**src/design/tch_pkg.sv**
```systemverilog
// Constants for the teleprinter character handler: register map, fields, codes, timing.
// Assumes a 200 MHz system clock and an AXI4-Lite register bus with 32-bit data.
package tch_pkg;
  // Register byte offsets
  localparam logic [7:0] CTRL_OFF = 8'h00;
  localparam logic [7:0] FORM_LEN_OFF = 8'h04;
  localparam logic [7:0] STATUS_OFF = 8'h08;
  localparam logic [7:0] AB_WRITE_OFF = 8'h0C;
  localparam logic [7:0] AB_LEN_OFF = 8'h10;
  // Control register fields
  localparam int CTRL_PARITY_EN = 0;
  localparam int CTRL_PARITY_FITTED = 1;
  localparam int CTRL_FIXED_LEVEL = 2;
  localparam int CTRL_DOUBLE_LF = 3;
  localparam int CTRL_AUTO_RETURN = 4;
  localparam int CTRL_BELL_EN = 5;
  localparam int CTRL_READER_AUTO = 6;
  localparam int CTRL_AB_FITTED = 7;
  localparam int CTRL_EOT_FITTED = 8;
  localparam int CTRL_SPROCKET = 9;
  localparam int CTRL_DATASET = 10;
  localparam int CTRL_W = 11;
  localparam logic [10:0] CTRL_RST = 11'h7F3;
  localparam logic [7:0] FORM_LEN_RST = 8'h42;
  localparam logic [4:0] AB_LEN_RST = 5'h00;
  // Answer-back write register fields
  localparam int AB_IDX_LSB = 8;
  localparam int AB_IDX_W = 5;
  // Character codes
  localparam logic [6:0] C_NUL = 7'h00;
  localparam logic [6:0] C_EOT = 7'h04;
  localparam logic [6:0] C_ENQ = 7'h05;
  localparam logic [6:0] C_LF = 7'h0A;
  localparam logic [6:0] C_FF = 7'h0C;
  localparam logic [6:0] C_CR = 7'h0D;
  localparam logic [6:0] C_DC1 = 7'h11;
  localparam logic [6:0] C_DC3 = 7'h13;
  localparam logic [6:0] C_SP = 7'h20;
  localparam logic [6:0] C_DEL = 7'h7F;
  // Line and timing
  localparam int LINE_LEN = 72;
  localparam int BELL_POS = 71;
  localparam int AB_MAX = 20;
  localparam int CLK_PERIOD_NS = 5;
  localparam int BIT_TIME_NS = 9090909;
  localparam int BIT_CYCLES = BIT_TIME_NS / CLK_PERIOD_NS;
  localparam logic [1:0] RESP_OKAY = 2'b00;
  localparam logic [1:0] RESP_SLVERR = 2'b10;
  typedef enum logic [1:0] {TX_IDLE = 2'b01, TX_SEND = 2'b10} tch_tx_t;
endpackage

```
**src/design/tch_top.sv**
```systemverilog
// Teleprinter character handler: keyboard/tape transmit, printer decode, alarms, registers.
// Assumes all inputs synchronous to clk; register access over AXI4-Lite.
`timescale 1ns/10ps
`default_nettype none
module tch_top #(
  parameter int BIT_CYCLES = tch_pkg::BIT_CYCLES,
  parameter int LINE_LEN = tch_pkg::LINE_LEN
) (
  input wire logic clk, // 200 MHz clock
  input wire logic sys_rst, // Async reset, active high
  input wire logic [7:0] s_axi_awaddr, // Write address
  input wire logic s_axi_awvalid, // Write address valid
  output logic s_axi_awready, // Write address ready
  input wire logic [31:0] s_axi_wdata, // Write data
  input wire logic [3:0] s_axi_wstrb, // Write strobes
  input wire logic s_axi_wvalid, // Write data valid
  output logic s_axi_wready, // Write data ready
  output logic [1:0] s_axi_bresp, // Write response
  output logic s_axi_bvalid, // Write response valid
  input wire logic s_axi_bready, // Write response ready
  input wire logic [7:0] s_axi_araddr, // Read address
  input wire logic s_axi_arvalid, // Read address valid
  output logic s_axi_arready, // Read address ready
  output logic [31:0] s_axi_rdata, // Read data
  output logic [1:0] s_axi_rresp, // Read response
  output logic s_axi_rvalid, // Read data valid
  input wire logic s_axi_rready, // Read data ready
  input wire logic kb_key_down, // A key is held
  input wire logic [6:0] kb_code, // Code of held key
  input wire logic kb_repeat, // Repeat key held
  input wire logic kb_break, // Break key held
  input wire logic kb_eot, // End-of-transmission key
  input wire logic ab_trigger, // Local answer-back trigger
  input wire logic tape_valid, // Tape reader cycle done
  input wire logic [7:0] tape_holes, // 1 = hole sensed
  input wire logic rx_valid, // Received character strobe
  input wire logic [7:0] rx_code, // Received character
  input wire logic forms_out, // Sprocket forms exhausted
  input wire logic low_paper, // Friction roll low switch
  output logic line_out, // Serial line, 1 = mark
  output logic tape_ready, // Reader cycle may be taken
  output logic reader_run, // Reader started
  output logic print_strobe, // Print a glyph
  output logic [6:0] print_glyph, // Glyph to print
  output logic cr_pulse, // Return to margin
  output logic feed_pulse, // Advance paper
  output logic [7:0] feed_lines, // Lines for feed_pulse
  output logic space_pulse, // Move right without print
  output logic line_end_bell, // End-of-line bell pulse
  output logic paper_alarm, // Forms-out alarm
  output logic refuse_calls, // Refuse incoming calls
  output logic low_supply_alarm // Low paper alarm
);
  import tch_pkg::*;

  logic [CTRL_W-1:0] ctrl_reg;
  logic [7:0] form_len_reg;
  logic [4:0] ab_len_reg;
  logic [6:0] ab_mem [AB_MAX];
  logic [7:0] aw_addr_reg, ar_addr_reg;
  logic [31:0] wdata_reg;
  logic [3:0] wstrb_reg;
  logic [6:0] col_reg;
  tch_tx_t tx_state_reg;
  logic [10:0] tx_shift_reg;
  logic [3:0] bit_cnt_reg;
  logic [31:0] baud_cnt_reg;
  logic [7:0] tx_code_reg;
  logic tx_from_kb_reg, echo_reg, kb_down_q, eot_q, ab_trig_q, eot_pend_reg;
  logic ab_active_reg;
  logic [4:0] ab_idx_reg;

  // Eighth level: even parity, fixed level, or mark when not fitted
  function automatic logic [7:0] with_level8(input logic [6:0] c, input logic [CTRL_W-1:0] cr);
    logic p;
    p = 1'b1;
    if (cr[CTRL_PARITY_FITTED]) begin
      p = cr[CTRL_PARITY_EN] ? ^c : cr[CTRL_FIXED_LEVEL];
    end
    return {p, c};
  endfunction

  // Byte-lane merge for register writes
  function automatic logic [31:0] merge(input logic [31:0] old, input logic [31:0] nw,
                                        input logic [3:0] st);
    logic [31:0] r;
    r = old;
    for (int i = 0; i < 4; i++) begin
      if (st[i]) begin
        r[8*i +: 8] = nw[8*i +: 8];
      end
    end
    return r;
  endfunction

  logic aw_held, w_held, do_write, wr_ok, rd_ok;
  logic [31:0] status_w, ctrl_m, form_m, ab_m;
  assign aw_held = ~s_axi_awready;
  assign w_held = ~s_axi_wready;
  assign do_write = aw_held & w_held & ~s_axi_bvalid;
  assign wr_ok = (aw_addr_reg == CTRL_OFF) | (aw_addr_reg == FORM_LEN_OFF)
               | (aw_addr_reg == AB_WRITE_OFF) | (aw_addr_reg == AB_LEN_OFF);
  assign rd_ok = (ar_addr_reg == CTRL_OFF) | (ar_addr_reg == FORM_LEN_OFF)
               | (ar_addr_reg == STATUS_OFF) | (ar_addr_reg == AB_LEN_OFF);
  assign ctrl_m = merge({21'h0, ctrl_reg}, wdata_reg, wstrb_reg);
  assign form_m = merge({24'h0, form_len_reg}, wdata_reg, wstrb_reg);
  assign ab_m = merge(32'h0, wdata_reg, wstrb_reg);
  assign status_w = {19'h0, tx_state_reg == TX_SEND, kb_break, low_supply_alarm,
                     refuse_calls, paper_alarm, reader_run, col_reg};

  // Write channel handshake: address and data in either order, response after both
  always_ff @(posedge clk or posedge sys_rst) begin
    if (sys_rst) begin
      s_axi_awready <= 1'b1;
      s_axi_wready <= 1'b1;
      s_axi_bvalid <= 1'b0;
      s_axi_bresp <= RESP_OKAY;
      aw_addr_reg <= 8'h00;
      wdata_reg <= 32'h0000_0000;
      wstrb_reg <= 4'h0;
    end else begin
      if (s_axi_awvalid && s_axi_awready) begin
        s_axi_awready <= 1'b0;
        aw_addr_reg <= s_axi_awaddr;
      end
      if (s_axi_wvalid && s_axi_wready) begin
        s_axi_wready <= 1'b0;
        wdata_reg <= s_axi_wdata;
        wstrb_reg <= s_axi_wstrb;
      end
      if (do_write) begin
        s_axi_bvalid <= 1'b1;
        s_axi_bresp <= wr_ok ? RESP_OKAY : RESP_SLVERR;
      end
      if (s_axi_bvalid && s_axi_bready) begin
        s_axi_bvalid <= 1'b0;
        s_axi_awready <= 1'b1;
        s_axi_wready <= 1'b1;
      end
    end
  end

  // Configuration registers
  always_ff @(posedge clk or posedge sys_rst) begin
    if (sys_rst) begin
      ctrl_reg <= CTRL_RST;
      form_len_reg <= FORM_LEN_RST;
      ab_len_reg <= AB_LEN_RST;
    end else if (do_write) begin
      if (aw_addr_reg == CTRL_OFF) begin
        ctrl_reg <= ctrl_m[CTRL_W-1:0];
      end
      if (aw_addr_reg == FORM_LEN_OFF) begin
        form_len_reg <= form_m[7:0];
      end
      if (aw_addr_reg == AB_LEN_OFF && wstrb_reg[0]) begin
        ab_len_reg <= (wdata_reg[4:0] > 5'(AB_MAX)) ? 5'(AB_MAX) : wdata_reg[4:0];
      end
    end
  end

  // Answer-back character store, no reset
  always_ff @(posedge clk) begin
    if (do_write && aw_addr_reg == AB_WRITE_OFF
        && ab_m[AB_IDX_LSB +: AB_IDX_W] < 5'(AB_MAX)) begin
      ab_mem[ab_m[AB_IDX_LSB +: AB_IDX_W]] <= ab_m[6:0];
    end
  end

  // Read channel: data one cycle after the address is taken
  always_ff @(posedge clk or posedge sys_rst) begin
    if (sys_rst) begin
      s_axi_arready <= 1'b1;
      s_axi_rvalid <= 1'b0;
      s_axi_rdata <= 32'h0000_0000;
      s_axi_rresp <= RESP_OKAY;
      ar_addr_reg <= 8'h00;
    end else begin
      if (s_axi_arvalid && s_axi_arready) begin
        s_axi_arready <= 1'b0;
        ar_addr_reg <= s_axi_araddr;
      end
      if (!s_axi_arready && !s_axi_rvalid) begin
        s_axi_rvalid <= 1'b1;
        s_axi_rresp <= rd_ok ? RESP_OKAY : RESP_SLVERR;
        case (ar_addr_reg)
          CTRL_OFF: s_axi_rdata <= {21'h0, ctrl_reg};
          FORM_LEN_OFF: s_axi_rdata <= {24'h0, form_len_reg};
          STATUS_OFF: s_axi_rdata <= status_w;
          AB_LEN_OFF: s_axi_rdata <= {27'h0, ab_len_reg};
          default: s_axi_rdata <= 32'h0000_0000;
        endcase
      end
      if (s_axi_rvalid && s_axi_rready) begin
        s_axi_rvalid <= 1'b0;
        s_axi_arready <= 1'b1;
      end
    end
  end

  // Source selection for the next frame
  logic kb_new, kb_rep, rx_enq, tape_take, can_start;
  assign rx_enq = rx_valid && rx_code[6:0] == C_ENQ && ctrl_reg[CTRL_AB_FITTED];
  assign can_start = tx_state_reg == TX_IDLE && !kb_break;
  assign kb_new = kb_key_down && !kb_down_q;
  assign kb_rep = kb_key_down && kb_repeat;
  assign tape_take = tape_valid && tape_ready;

  // Key edges, answer-back and end-of-transmission requests
  always_ff @(posedge clk or posedge sys_rst) begin
    if (sys_rst) begin
      kb_down_q <= 1'b0;
      eot_q <= 1'b0;
      ab_trig_q <= 1'b0;
      eot_pend_reg <= 1'b0;
      ab_active_reg <= 1'b0;
      ab_idx_reg <= 5'h00;
    end else begin
      kb_down_q <= kb_key_down;
      eot_q <= kb_eot;
      ab_trig_q <= ab_trigger;
      if (kb_eot && !eot_q && ctrl_reg[CTRL_EOT_FITTED]) begin
        eot_pend_reg <= 1'b1;
      end else if (can_start && eot_pend_reg && !ab_active_reg) begin
        eot_pend_reg <= 1'b0;
      end
      if (!ab_active_reg && ab_len_reg != 5'h00
          && ((ab_trigger && !ab_trig_q && ctrl_reg[CTRL_AB_FITTED]) || rx_enq)) begin
        ab_active_reg <= 1'b1;
        ab_idx_reg <= 5'h00;
      end else if (ab_active_reg && can_start) begin
        ab_idx_reg <= ab_idx_reg + 5'h01;
        if (ab_idx_reg + 5'h01 >= ab_len_reg) begin
          ab_active_reg <= 1'b0;
        end
      end
    end
  end

  // Serializer: start space, eight levels, two stop marks
  always_ff @(posedge clk or posedge sys_rst) begin
    if (sys_rst) begin
      tx_state_reg <= TX_IDLE;
      tx_shift_reg <= 11'h7FF;
      bit_cnt_reg <= 4'h0;
      baud_cnt_reg <= 32'h0;
      tx_code_reg <= 8'h00;
      tx_from_kb_reg <= 1'b0;
      echo_reg <= 1'b0;
      line_out <= 1'b1;
      tape_ready <= 1'b0;
    end else begin
      echo_reg <= 1'b0;
      tape_ready <= can_start && reader_run && !ab_active_reg && !eot_pend_reg
                    && !tape_take;
      case (tx_state_reg)
        TX_IDLE: begin
          line_out <= !kb_break;
          if (can_start && (ab_active_reg || eot_pend_reg || tape_take || kb_new || kb_rep)) begin
            logic [7:0] c;
            c = with_level8(kb_code, ctrl_reg);
            tx_from_kb_reg <= 1'b0;
            if (ab_active_reg) begin
              c = with_level8(ab_mem[ab_idx_reg], ctrl_reg);
            end else if (eot_pend_reg) begin
              c = with_level8(C_EOT, ctrl_reg);
            end else if (tape_take) begin
              c = tape_holes;
            end else begin
              tx_from_kb_reg <= 1'b1;
            end
            tx_code_reg <= c;
            tx_shift_reg <= {2'b11, c, 1'b0};
            bit_cnt_reg <= 4'h0;
            baud_cnt_reg <= 32'h0;
            tx_state_reg <= TX_SEND;
          end
        end
        TX_SEND: begin
          line_out <= tx_shift_reg[0] && !kb_break;
          if (baud_cnt_reg == 32'(BIT_CYCLES - 1)) begin
            baud_cnt_reg <= 32'h0;
            tx_shift_reg <= {1'b1, tx_shift_reg[10:1]};
            bit_cnt_reg <= bit_cnt_reg + 4'h1;
            if (bit_cnt_reg == 4'hA) begin
              tx_state_reg <= TX_IDLE;
              echo_reg <= 1'b1;
            end
          end else begin
            baud_cnt_reg <= baud_cnt_reg + 32'h1;
          end
        end
        default: tx_state_reg <= TX_IDLE;
      endcase
    end
  end

  // Printer input: received code wins over local echo
  logic pv, is_print, is_func;
  logic [6:0] pc;
  assign pv = rx_valid | echo_reg;
  assign pc = rx_valid ? rx_code[6:0] : tx_code_reg[6:0];
  assign is_print = pc > C_SP && pc < C_DEL;
  assign is_func = !is_print && pc != C_SP;

  // Printer decode and column tracking
  always_ff @(posedge clk or posedge sys_rst) begin
    if (sys_rst) begin
      col_reg <= 7'h00;
      print_strobe <= 1'b0;
      print_glyph <= 7'h00;
      cr_pulse <= 1'b0;
      feed_pulse <= 1'b0;
      feed_lines <= 8'h00;
      space_pulse <= 1'b0;
      line_end_bell <= 1'b0;
    end else begin
      print_strobe <= 1'b0;
      cr_pulse <= 1'b0;
      feed_pulse <= 1'b0;
      space_pulse <= 1'b0;
      line_end_bell <= 1'b0;
      if (pv) begin
        if (is_print) begin
          print_strobe <= 1'b1;
          print_glyph <= pc;
          if (col_reg < 7'(LINE_LEN)) begin
            col_reg <= col_reg + 7'h01;
          end
          if (col_reg == 7'(BELL_POS - 1) && ctrl_reg[CTRL_BELL_EN]) begin
            line_end_bell <= 1'b1;
          end
          if (col_reg == 7'(LINE_LEN - 1) && ctrl_reg[CTRL_AUTO_RETURN]) begin
            col_reg <= 7'h00;
            cr_pulse <= 1'b1;
            feed_pulse <= 1'b1;
            feed_lines <= 8'h01;
          end
        end else if (pc == C_SP) begin
          if (col_reg < 7'(LINE_LEN)) begin
            col_reg <= col_reg + 7'h01;
            space_pulse <= 1'b1;
          end
        end else if (pc == C_CR) begin
          col_reg <= 7'h00;
          cr_pulse <= 1'b1;
        end else if (pc == C_LF) begin
          feed_pulse <= 1'b1;
          feed_lines <= ctrl_reg[CTRL_DOUBLE_LF] ? 8'h02 : 8'h01;
        end else if (pc == C_FF && ctrl_reg[CTRL_SPROCKET]) begin
          feed_pulse <= 1'b1;
          feed_lines <= form_len_reg;
        end
      end
    end
  end

  // Reader control and paper alarms
  always_ff @(posedge clk or posedge sys_rst) begin
    if (sys_rst) begin
      reader_run <= 1'b0;
      paper_alarm <= 1'b0;
      refuse_calls <= 1'b0;
      low_supply_alarm <= 1'b0;
    end else begin
      if (pv && ctrl_reg[CTRL_READER_AUTO] && pc == C_DC1) begin
        reader_run <= 1'b1;
      end else if (pv && ctrl_reg[CTRL_READER_AUTO] && pc == C_DC3) begin
        reader_run <= 1'b0;
      end
      paper_alarm <= forms_out && ctrl_reg[CTRL_SPROCKET] && ctrl_reg[CTRL_DATASET];
      refuse_calls <= forms_out && ctrl_reg[CTRL_SPROCKET] && ctrl_reg[CTRL_DATASET];
      low_supply_alarm <= low_paper && !ctrl_reg[CTRL_SPROCKET];
    end
  end

  property p_parity_even;
    @(posedge clk) disable iff (sys_rst)
      (tx_state_reg == TX_SEND && tx_from_kb_reg && ctrl_reg[CTRL_PARITY_FITTED]
       && ctrl_reg[CTRL_PARITY_EN]) |-> !(^tx_code_reg);
  endproperty
  a_parity_even: assert property (p_parity_even) else $error("odd parity sent");
  property p_level8_mark;
    @(posedge clk) disable iff (sys_rst)
      (tx_state_reg == TX_SEND && tx_from_kb_reg && !ctrl_reg[CTRL_PARITY_FITTED])
      |-> tx_code_reg[7];
  endproperty
  a_level8_mark: assert property (p_level8_mark) else $error("eighth level not mark");
  property p_break_open;
    @(posedge clk) disable iff (sys_rst) kb_break |=> !line_out;
  endproperty
  a_break_open: assert property (p_break_open) else $error("line closed in break");
  property p_cr_margin;
    @(posedge clk) disable iff (sys_rst) (pv && pc == C_CR) |=> (col_reg == 7'h00 && cr_pulse);
  endproperty
  a_cr_margin: assert property (p_cr_margin) else $error("return missed");
  property p_func_noprint;
    @(posedge clk) disable iff (sys_rst) (pv && is_func) |=> !print_strobe;
  endproperty
  a_func_noprint: assert property (p_func_noprint) else $error("function printed");
  property p_line_max;
    @(posedge clk) disable iff (sys_rst) col_reg <= 7'(LINE_LEN);
  endproperty
  a_line_max: assert property (p_line_max) else $error("column overrun");
  property p_bell_71;
    @(posedge clk) disable iff (sys_rst)
      (pv && is_print && col_reg == 7'(BELL_POS - 1) && ctrl_reg[CTRL_BELL_EN])
      |=> line_end_bell ##1 !line_end_bell;
  endproperty
  a_bell_71: assert property (p_bell_71) else $error("bell missed");
  property p_dc1_start;
    @(posedge clk) disable iff (sys_rst)
      (pv && pc == C_DC1 && ctrl_reg[CTRL_READER_AUTO]) |=> reader_run;
  endproperty
  a_dc1_start: assert property (p_dc1_start) else $error("reader not started");
  property p_forms_alarm;
    @(posedge clk) disable iff (sys_rst)
      (forms_out && ctrl_reg[CTRL_SPROCKET] && ctrl_reg[CTRL_DATASET])
      |=> (paper_alarm && refuse_calls);
  endproperty
  a_forms_alarm: assert property (p_forms_alarm) else $error("forms alarm missed");
endmodule
`default_nettype wire

```
**config.mk**
```make
export PLATFORM = sky130hd
export DESIGN_NAME = tch_top
export DESIGN_NICKNAME = d
export VERILOG_FILES = /design/src/design/tch_pkg.sv /design/src/design/tch_top.sv
export SDC_FILE = /design/constraint.sdc
export NUM_CORES = 1
export LEC_CHECK = 0
export ABC_AREA = 1
export BUFFER_PORTS_ARGS = -buffer_cell sky130_fd_sc_hd__buf_2
export CAP_MARGIN = 20
export CELL_PAD_IN_SITES_DETAIL_PLACEMENT = 1
export CELL_PAD_IN_SITES_GLOBAL_PLACEMENT = 1
export CORE_MARGIN = 2
export CORE_UTILIZATION = 37
export CTS_CLUSTER_DIAMETER = 40
export DETAILED_ROUTE_END_ITERATION = 7
export HOLD_SLACK_MARGIN = 0.12
export PLACE_DENSITY = 0.76
export SYNTH_ARGS = -nofsm -noshare
export SYNTH_HDL_FRONTEND = slang
export SYNTH_SLANG_ARGS = --single-unit
```
**constraint.sdc**
```tcl
create_clock -name clk -period 11.1 [get_ports clk]
set_clock_uncertainty 0.15 [all_clocks]
set_input_delay 0.555 -clock clk [delete_from_list [all_inputs] [get_ports clk]]
set_output_delay 0.555 -clock clk [all_outputs]
set_load 0.1 [all_outputs]
```
; ---- Yosys cells after proc, flatten, opt, wreduce, memory -nomap -nowiden
; Memory sizes are Yosys's and may differ from the RTL's.
; Index checks and enable logic that the tools add are counted.
[totals]
wordCells = 259
ram_bits = 140
ff_bits = 195
n_memories = 1
out_inout_bits = 67
[op_classes]
bitwise_logic = 12
n_lt_le_gt_ge = 6
n_addsub = 4
reduce_logical = 84
eq_ne = 25
muxes = 86
[mem_list]
columns = memory, words, width, read_ports, rd_ports_with_merged_regs, wr, line_no
row1 = ab_mem, 20, 7, 1, 0, 1, tch_top.sv:59  ; logic [6:0] ab_mem [AB_MAX];
[ops]
columns = op, n
row1 = 2-to-1 mux 8 bit, 9
row2 = 2-to-1 mux 32 bit, 2
row3 = one-hot mux 32 bit (2 select lines), 1
row4 = one-hot mux 13 bit (4 select lines), 1
row5 = 2-to-1 mux 7 bit, 7
row6 = 2-to-1 mux 1 bit, 48
row7 = logical AND 1 bit, 40
row8 = "adder 32 x 1 -> 32 bit, second input constant", 1
row9 = "== test 32 x 21 -> 1 bit, second input constant", 1
row10 = 2-to-1 mux 11 bit, 2
row11 = one-hot mux 11 bit (2 select lines), 1
row12 = "== test 7 x 4 -> 1 bit, second input constant", 3
row13 = 2-to-1 mux 5 bit, 4
row14 = nonzero test 2 bit, 10
row15 = "== test 8 x 3 -> 1 bit, second input constant", 2
row16 = "== test 8 x 4 -> 1 bit, second input constant", 2
row17 = "== test 8 x 5 -> 1 bit, second input constant", 2
row18 = logical NOT 8 bit, 2
row19 = AND reduction 3 bit, 5
row20 = "== test 7 x 5 -> 1 bit, second input constant", 2
row21 = "== test 7 bit, second input constant", 2
row22 = "< comparator 7 bit, second input constant", 2
row23 = XOR reduction 7 bit, 2
row24 = 2-to-1 mux 2 bit, 6
row25 = other kinds (27), 60

; ---- Longest topological paths before layout
[logic_depth]
word_depth = 9
depth_mapped = 21
ltp_nobuf = 18

; ---- Least setup slack after synthesis
; OpenSTA, ideal clock, no wires.
[synth_timing]
path_kind = reg-to-reg
start = reg tape_ready
end = reg baud_cnt_reg[30]
n_path_buf = 0
slack_ps = 8451
t_arrival_ps = 2377
stages_incl_launch_ff = 15
path_cell_list = dfrtp_1 nand2_1 nand2_1 inv_2 a21oi_4 inv_4 o21ai_4 inv_4 or2_4 nor2_4 nand3_2 clkinv_1 nand2_1 nor2_2 nor3_2
[synth_between]
elab_chain_len = 7
[synth_lines]
columns = element, line_no
row1 = "start, declared", tch_top.sv:41  ; output logic tape_ready,
row2 = "start signal, assigned", tch_top.sv:254  ; tape_ready <= can_start && reader_run && !ab_active_reg && !eot_pend_reg
row3 = logical AND 1 bit, tch_top.sv:207  ; assign tape_take = tape_valid && tape_ready;
row4 = logical OR 1 bit (3 in a row), tch_top.sv:259  ; if (can_start && (ab_active_reg || eot_pend_reg || tape_take || kb_new || kb_rep)) begin
row5 = logical AND 1 bit, tch_top.sv:259
row6 = != test 2 x 1 -> 1 bit (no line), --
row7 = AND reduction 2 bit (no line), --
row8 = "end signal, assigned", tch_top.sv:290  ; baud_cnt_reg <= baud_cnt_reg + 32'h1;
row9 = "end, declared", tch_top.sv:67  ; logic [31:0] baud_cnt_reg;
; Every way passes these cells.
; A chain may end at the register's enable or synchronous reset.

; ---- Worst setup path after layout
[layout_timing]
start = reg tx_state_reg[0]
end = reg baud_cnt_reg[14]
[layout_between]
elab_chain_len = 5
word_cells_on_any_way = 8
cone_classes = eq/ne: 3 / mux: 1 / reduce/logical: 4
[layout_lines]
columns = element, line_no
row1 = "start, declared", tch_top.sv:64  ; tch_tx_t tx_state_reg;
row2 = "start signal, assigned", tch_top.sv:243  ; tx_state_reg <= TX_IDLE;
row3 = "start signal, assigned", tch_top.sv:276  ; tx_state_reg <= TX_SEND;
row4 = "start signal, assigned", tch_top.sv:286  ; tx_state_reg <= TX_IDLE;
row5 = == test 2 x 1 -> 1 bit, "tch_top.sv:204, tch_top.sv:256"
row6 = logical AND 1 bit, tch_top.sv:204  ; assign can_start = tx_state_reg == TX_IDLE && !kb_break;
row7 = logical AND 1 bit, tch_top.sv:259
row8 = != test 2 x 1 -> 1 bit (no line), --
row9 = AND reduction 2 bit (no line), --
; Several ways; a longest one is shown, not always the timed one.

==> results.py <==
metrics = {
    "status": {
        "status": "finished clean",
    },
    "logic_synthesis": {
        "yosys_warnings": 0,
        "syn_avg_cell_area_um2": 8.890,
        "syn_inst": 1712,
        "yosysSeqAreaShare": 0.5611,
        "yosysMostFrequentCell": "nand2_1",
        "ys_ff_latch": 312,
        "synth_area_leaders": "edfxtp_1 (28%), dfrtp_1 (24%), nand2_1 (9.6%), inv_1 (5.9%), nand3_1 (4.7%)",
        "synth_top_cell_area_share": 0.2762,
        "synth-edff-count": 140,
        "async_reset_ff_frac": 0.5513,
        "yosysTopAreaCell": "edfxtp_1",
        "ys_top_cells_by_count": "nand2_1 (390), inv_1 (238), nor2_1 (153)",
        "synth_ff_type": "dfrtp_1",
        "ys_types": 56,
        "syn_area_mm2": 0.01522,
    },
    "cells_and_area": {
        "nFillCells": 4759,
        "layout.cells.non_filler": 2442,
        "antenna_cells": 0,
        "layout.nets": 1975,
        "final_util": 0.4493,
        "syn2layout_area_growth_pct": 20.26,
        "layout-drive-gt1-share": 0.1592,
        "largest_reg_flops": 140,
    },
    "min_path": {
        "worstHoldPathCells": 3,
        "hold_class": "in2reg",
        "holdCritStartpoint": "rx_code[2]",
        "hold_end": "print_glyph[2]",
    },
    "floorplan": {
        "initial_utilization": 0.3736,
        "ioPinCount": 158,
        "dieArea_mm2": 0.04277,
        "fp.dieW_um": 206.8,
        "core_mm2": 0.04074,
        "rows": 74,
        "dieHeight_um": 206.8,
    },
    "sta": {
        "finalCriticalPeriod_ns": 3.607,
        "rsz0062_at_grt": "no",
        "tightest_slew_ns": 1.059,
        "setup_tns_ns": 0,
        "setup_viol": 0,
        "finalHoldViolations": 0,
        "report.final.slew_viol_count": 0,
        "fmax_mhz": 277.3,
        "hold_slack_ns": 0.1787,
        "post-route-period-util": 0.3249,
        "slew_headroom": 0.2942,
    },
    "setup_path": {
        "cp-start-kind": "flop",
        "endpoint_kind": "flop",
        "worstRegToRegCells": 9,
        "r2r_start": "tx_state_reg[0]",
        "arrival_ns": 3.89,
        "crit_type": "reg2reg",
        "worst_ep_required_time_ns": 11.39,
        "regToRegEndpoint": "baud_cnt_reg[14]",
        "path_max_fanout": 16,
        "rrSetupSlack_ns": 7.49,
    },
    "clock_tree": {
        "cts_setup_buffers": 0,
        "cts_resized": 0,
        "clk_latency_ns": 0.59,
        "clockBufferDepth": 3,
        "cts.sinks": 312,
        "cts_tree": "built",
        "clockRootBuffer": "clkbuf_16",
        "htree_num_levels": 2,
        "clkTransAtPathRegs_ns": 0.05,
        "cts_hold_buf": 46,
        "numCtsBuffers": 49,
    },
    "routing": {
        "wl_per_cell_um": 18.34,
        "drc": 0,
        "routed_wl_um": 44790,
        "ant_nets": 0,
        "via_per_inst": 5.139,
        "vias": 12550,
        "first_pass_iters": 5,
        "drt_iter0_drc": 639,
    },
    "global_route": {
        "grt_max_degree": 104,
        "grt.total_usage": 0.2141,
        "antenna_found_initial": 0,
        "grt_overflow": 0,
        "grt_pass1_vias": 13550,
        "grt_pass1_wl_um": 71730,
    },
    "placement": {
        "dpl.cell_count": 2305,
        "gp_congestion": 0.8399,
        "hpwl_um": 29400,
        "port_buffers": 114,
    },
    "power": {
        "ir_worst_vdd_mv": 0.2759,
        "power.density_mw_per_mm2": 226.5,
        "total_power_mw": 4.146,
        "leakage_nw": 8.203,
    },
    "flow_run": {
        "maxCapViolCount": 0,
    },
}
-- per-stage QoR --
step	setup slack, ns	area [um^2]
3_5_place_dp	7.500	16120
4_1_cts	7.487	18300
5_1_grt	7.152	18300
3_3_place_gp	7.623	16120
2_1_floorplan	5.776	15290
6_report	7.493	18300
-- power by group --
part           internal (mW)  total [mW]  switching (mW)
clock                   1.01        1.61           0.593
sequential              1.45        1.56           0.105
combinational          0.213       0.982           0.770
-- how the worst max path moves through the flow --
stage	end	slack (ns)	cells after the start	from
2_1_floorplan	ab_active_reg	5.78	1	sys_rst
3_3_place_gp	baud_cnt_reg[14]	7.62	9	tx_state_reg[0]
3_5_place_dp	baud_cnt_reg[14]	7.50	9	tx_state_reg[0]
4_1_cts	baud_cnt_reg[14]	7.49	9	tx_state_reg[0]
5_1_grt	baud_cnt_reg[14]	7.15	9	tx_state_reg[0]
6_report	baud_cnt_reg[14]	7.49	9	tx_state_reg[0]
-- logic make-up (layout without fill, tap and decap cells) --
group / count (synthesis) / after routing / share of synthesized area
AND/OR/NAND/NOR: 801 / 801 / 0.2296
buffers and inverters: 331 / 509 / 0.09240
flip-flops: 312 / 312 / 0.5611
AO/OA/AOI/OAI: 226 / 226 / 0.08731
adder cells (fa/ha/maj): 14 / 14 / 0.01151
multiplexers: 14 / 14 / 0.01036
XOR/XNOR: 13 / 13 / 0.007481
other: 1 / 21 / 0.0002464
-- cell usage in the layout, fill, tap and decap left out, types with 50 or more instances in the layout --
| cell | count |
|---|---|
| buf_2 | 114 |
| o21ai_0 | 94 |
| nor2_1 | 153 |
| edfxtp_1 | 140 |
| clkbuf_16 | 51 |
| dfrtp_1 | 146 |
| nand3_1 | 144 |
| inv_1 | 237 |
| nand2_1 | 390 |
| a21oi_1 | 50 |
-- critical path, stage by stage (launching register included) --
cell and delay (ns):
dfstp_2 0.36, inv_1 0.07, ha_1 0.43, inv_1 0.40
o21ai_4 0.49, inv_4 0.13, nor2_2 0.66, inv_1 0.41
o21ai_0 0.23, a22oi_1 0.11
-- area by class of cell --
type,instances,area (um^2),share of cell area
well taps,532,665.6,0.03637
flip-flops and latches,312,8541,0.4666
multi-input cells,1089,5349,0.2922
clock inverters,30,370.4,0.02023
repair buffers,164,1061,0.05797
inverters,254,963.4,0.05264
clock buffers,61,1354,0.07396
-- metal layers --
layer	track usage	part of all wire
met5	0	0
met4	0.06712	0.026
met3	0.03344	0.031
met2	0.3837	0.52
met1	0.2646	0.42
Power figures use the tool's default switching activity.
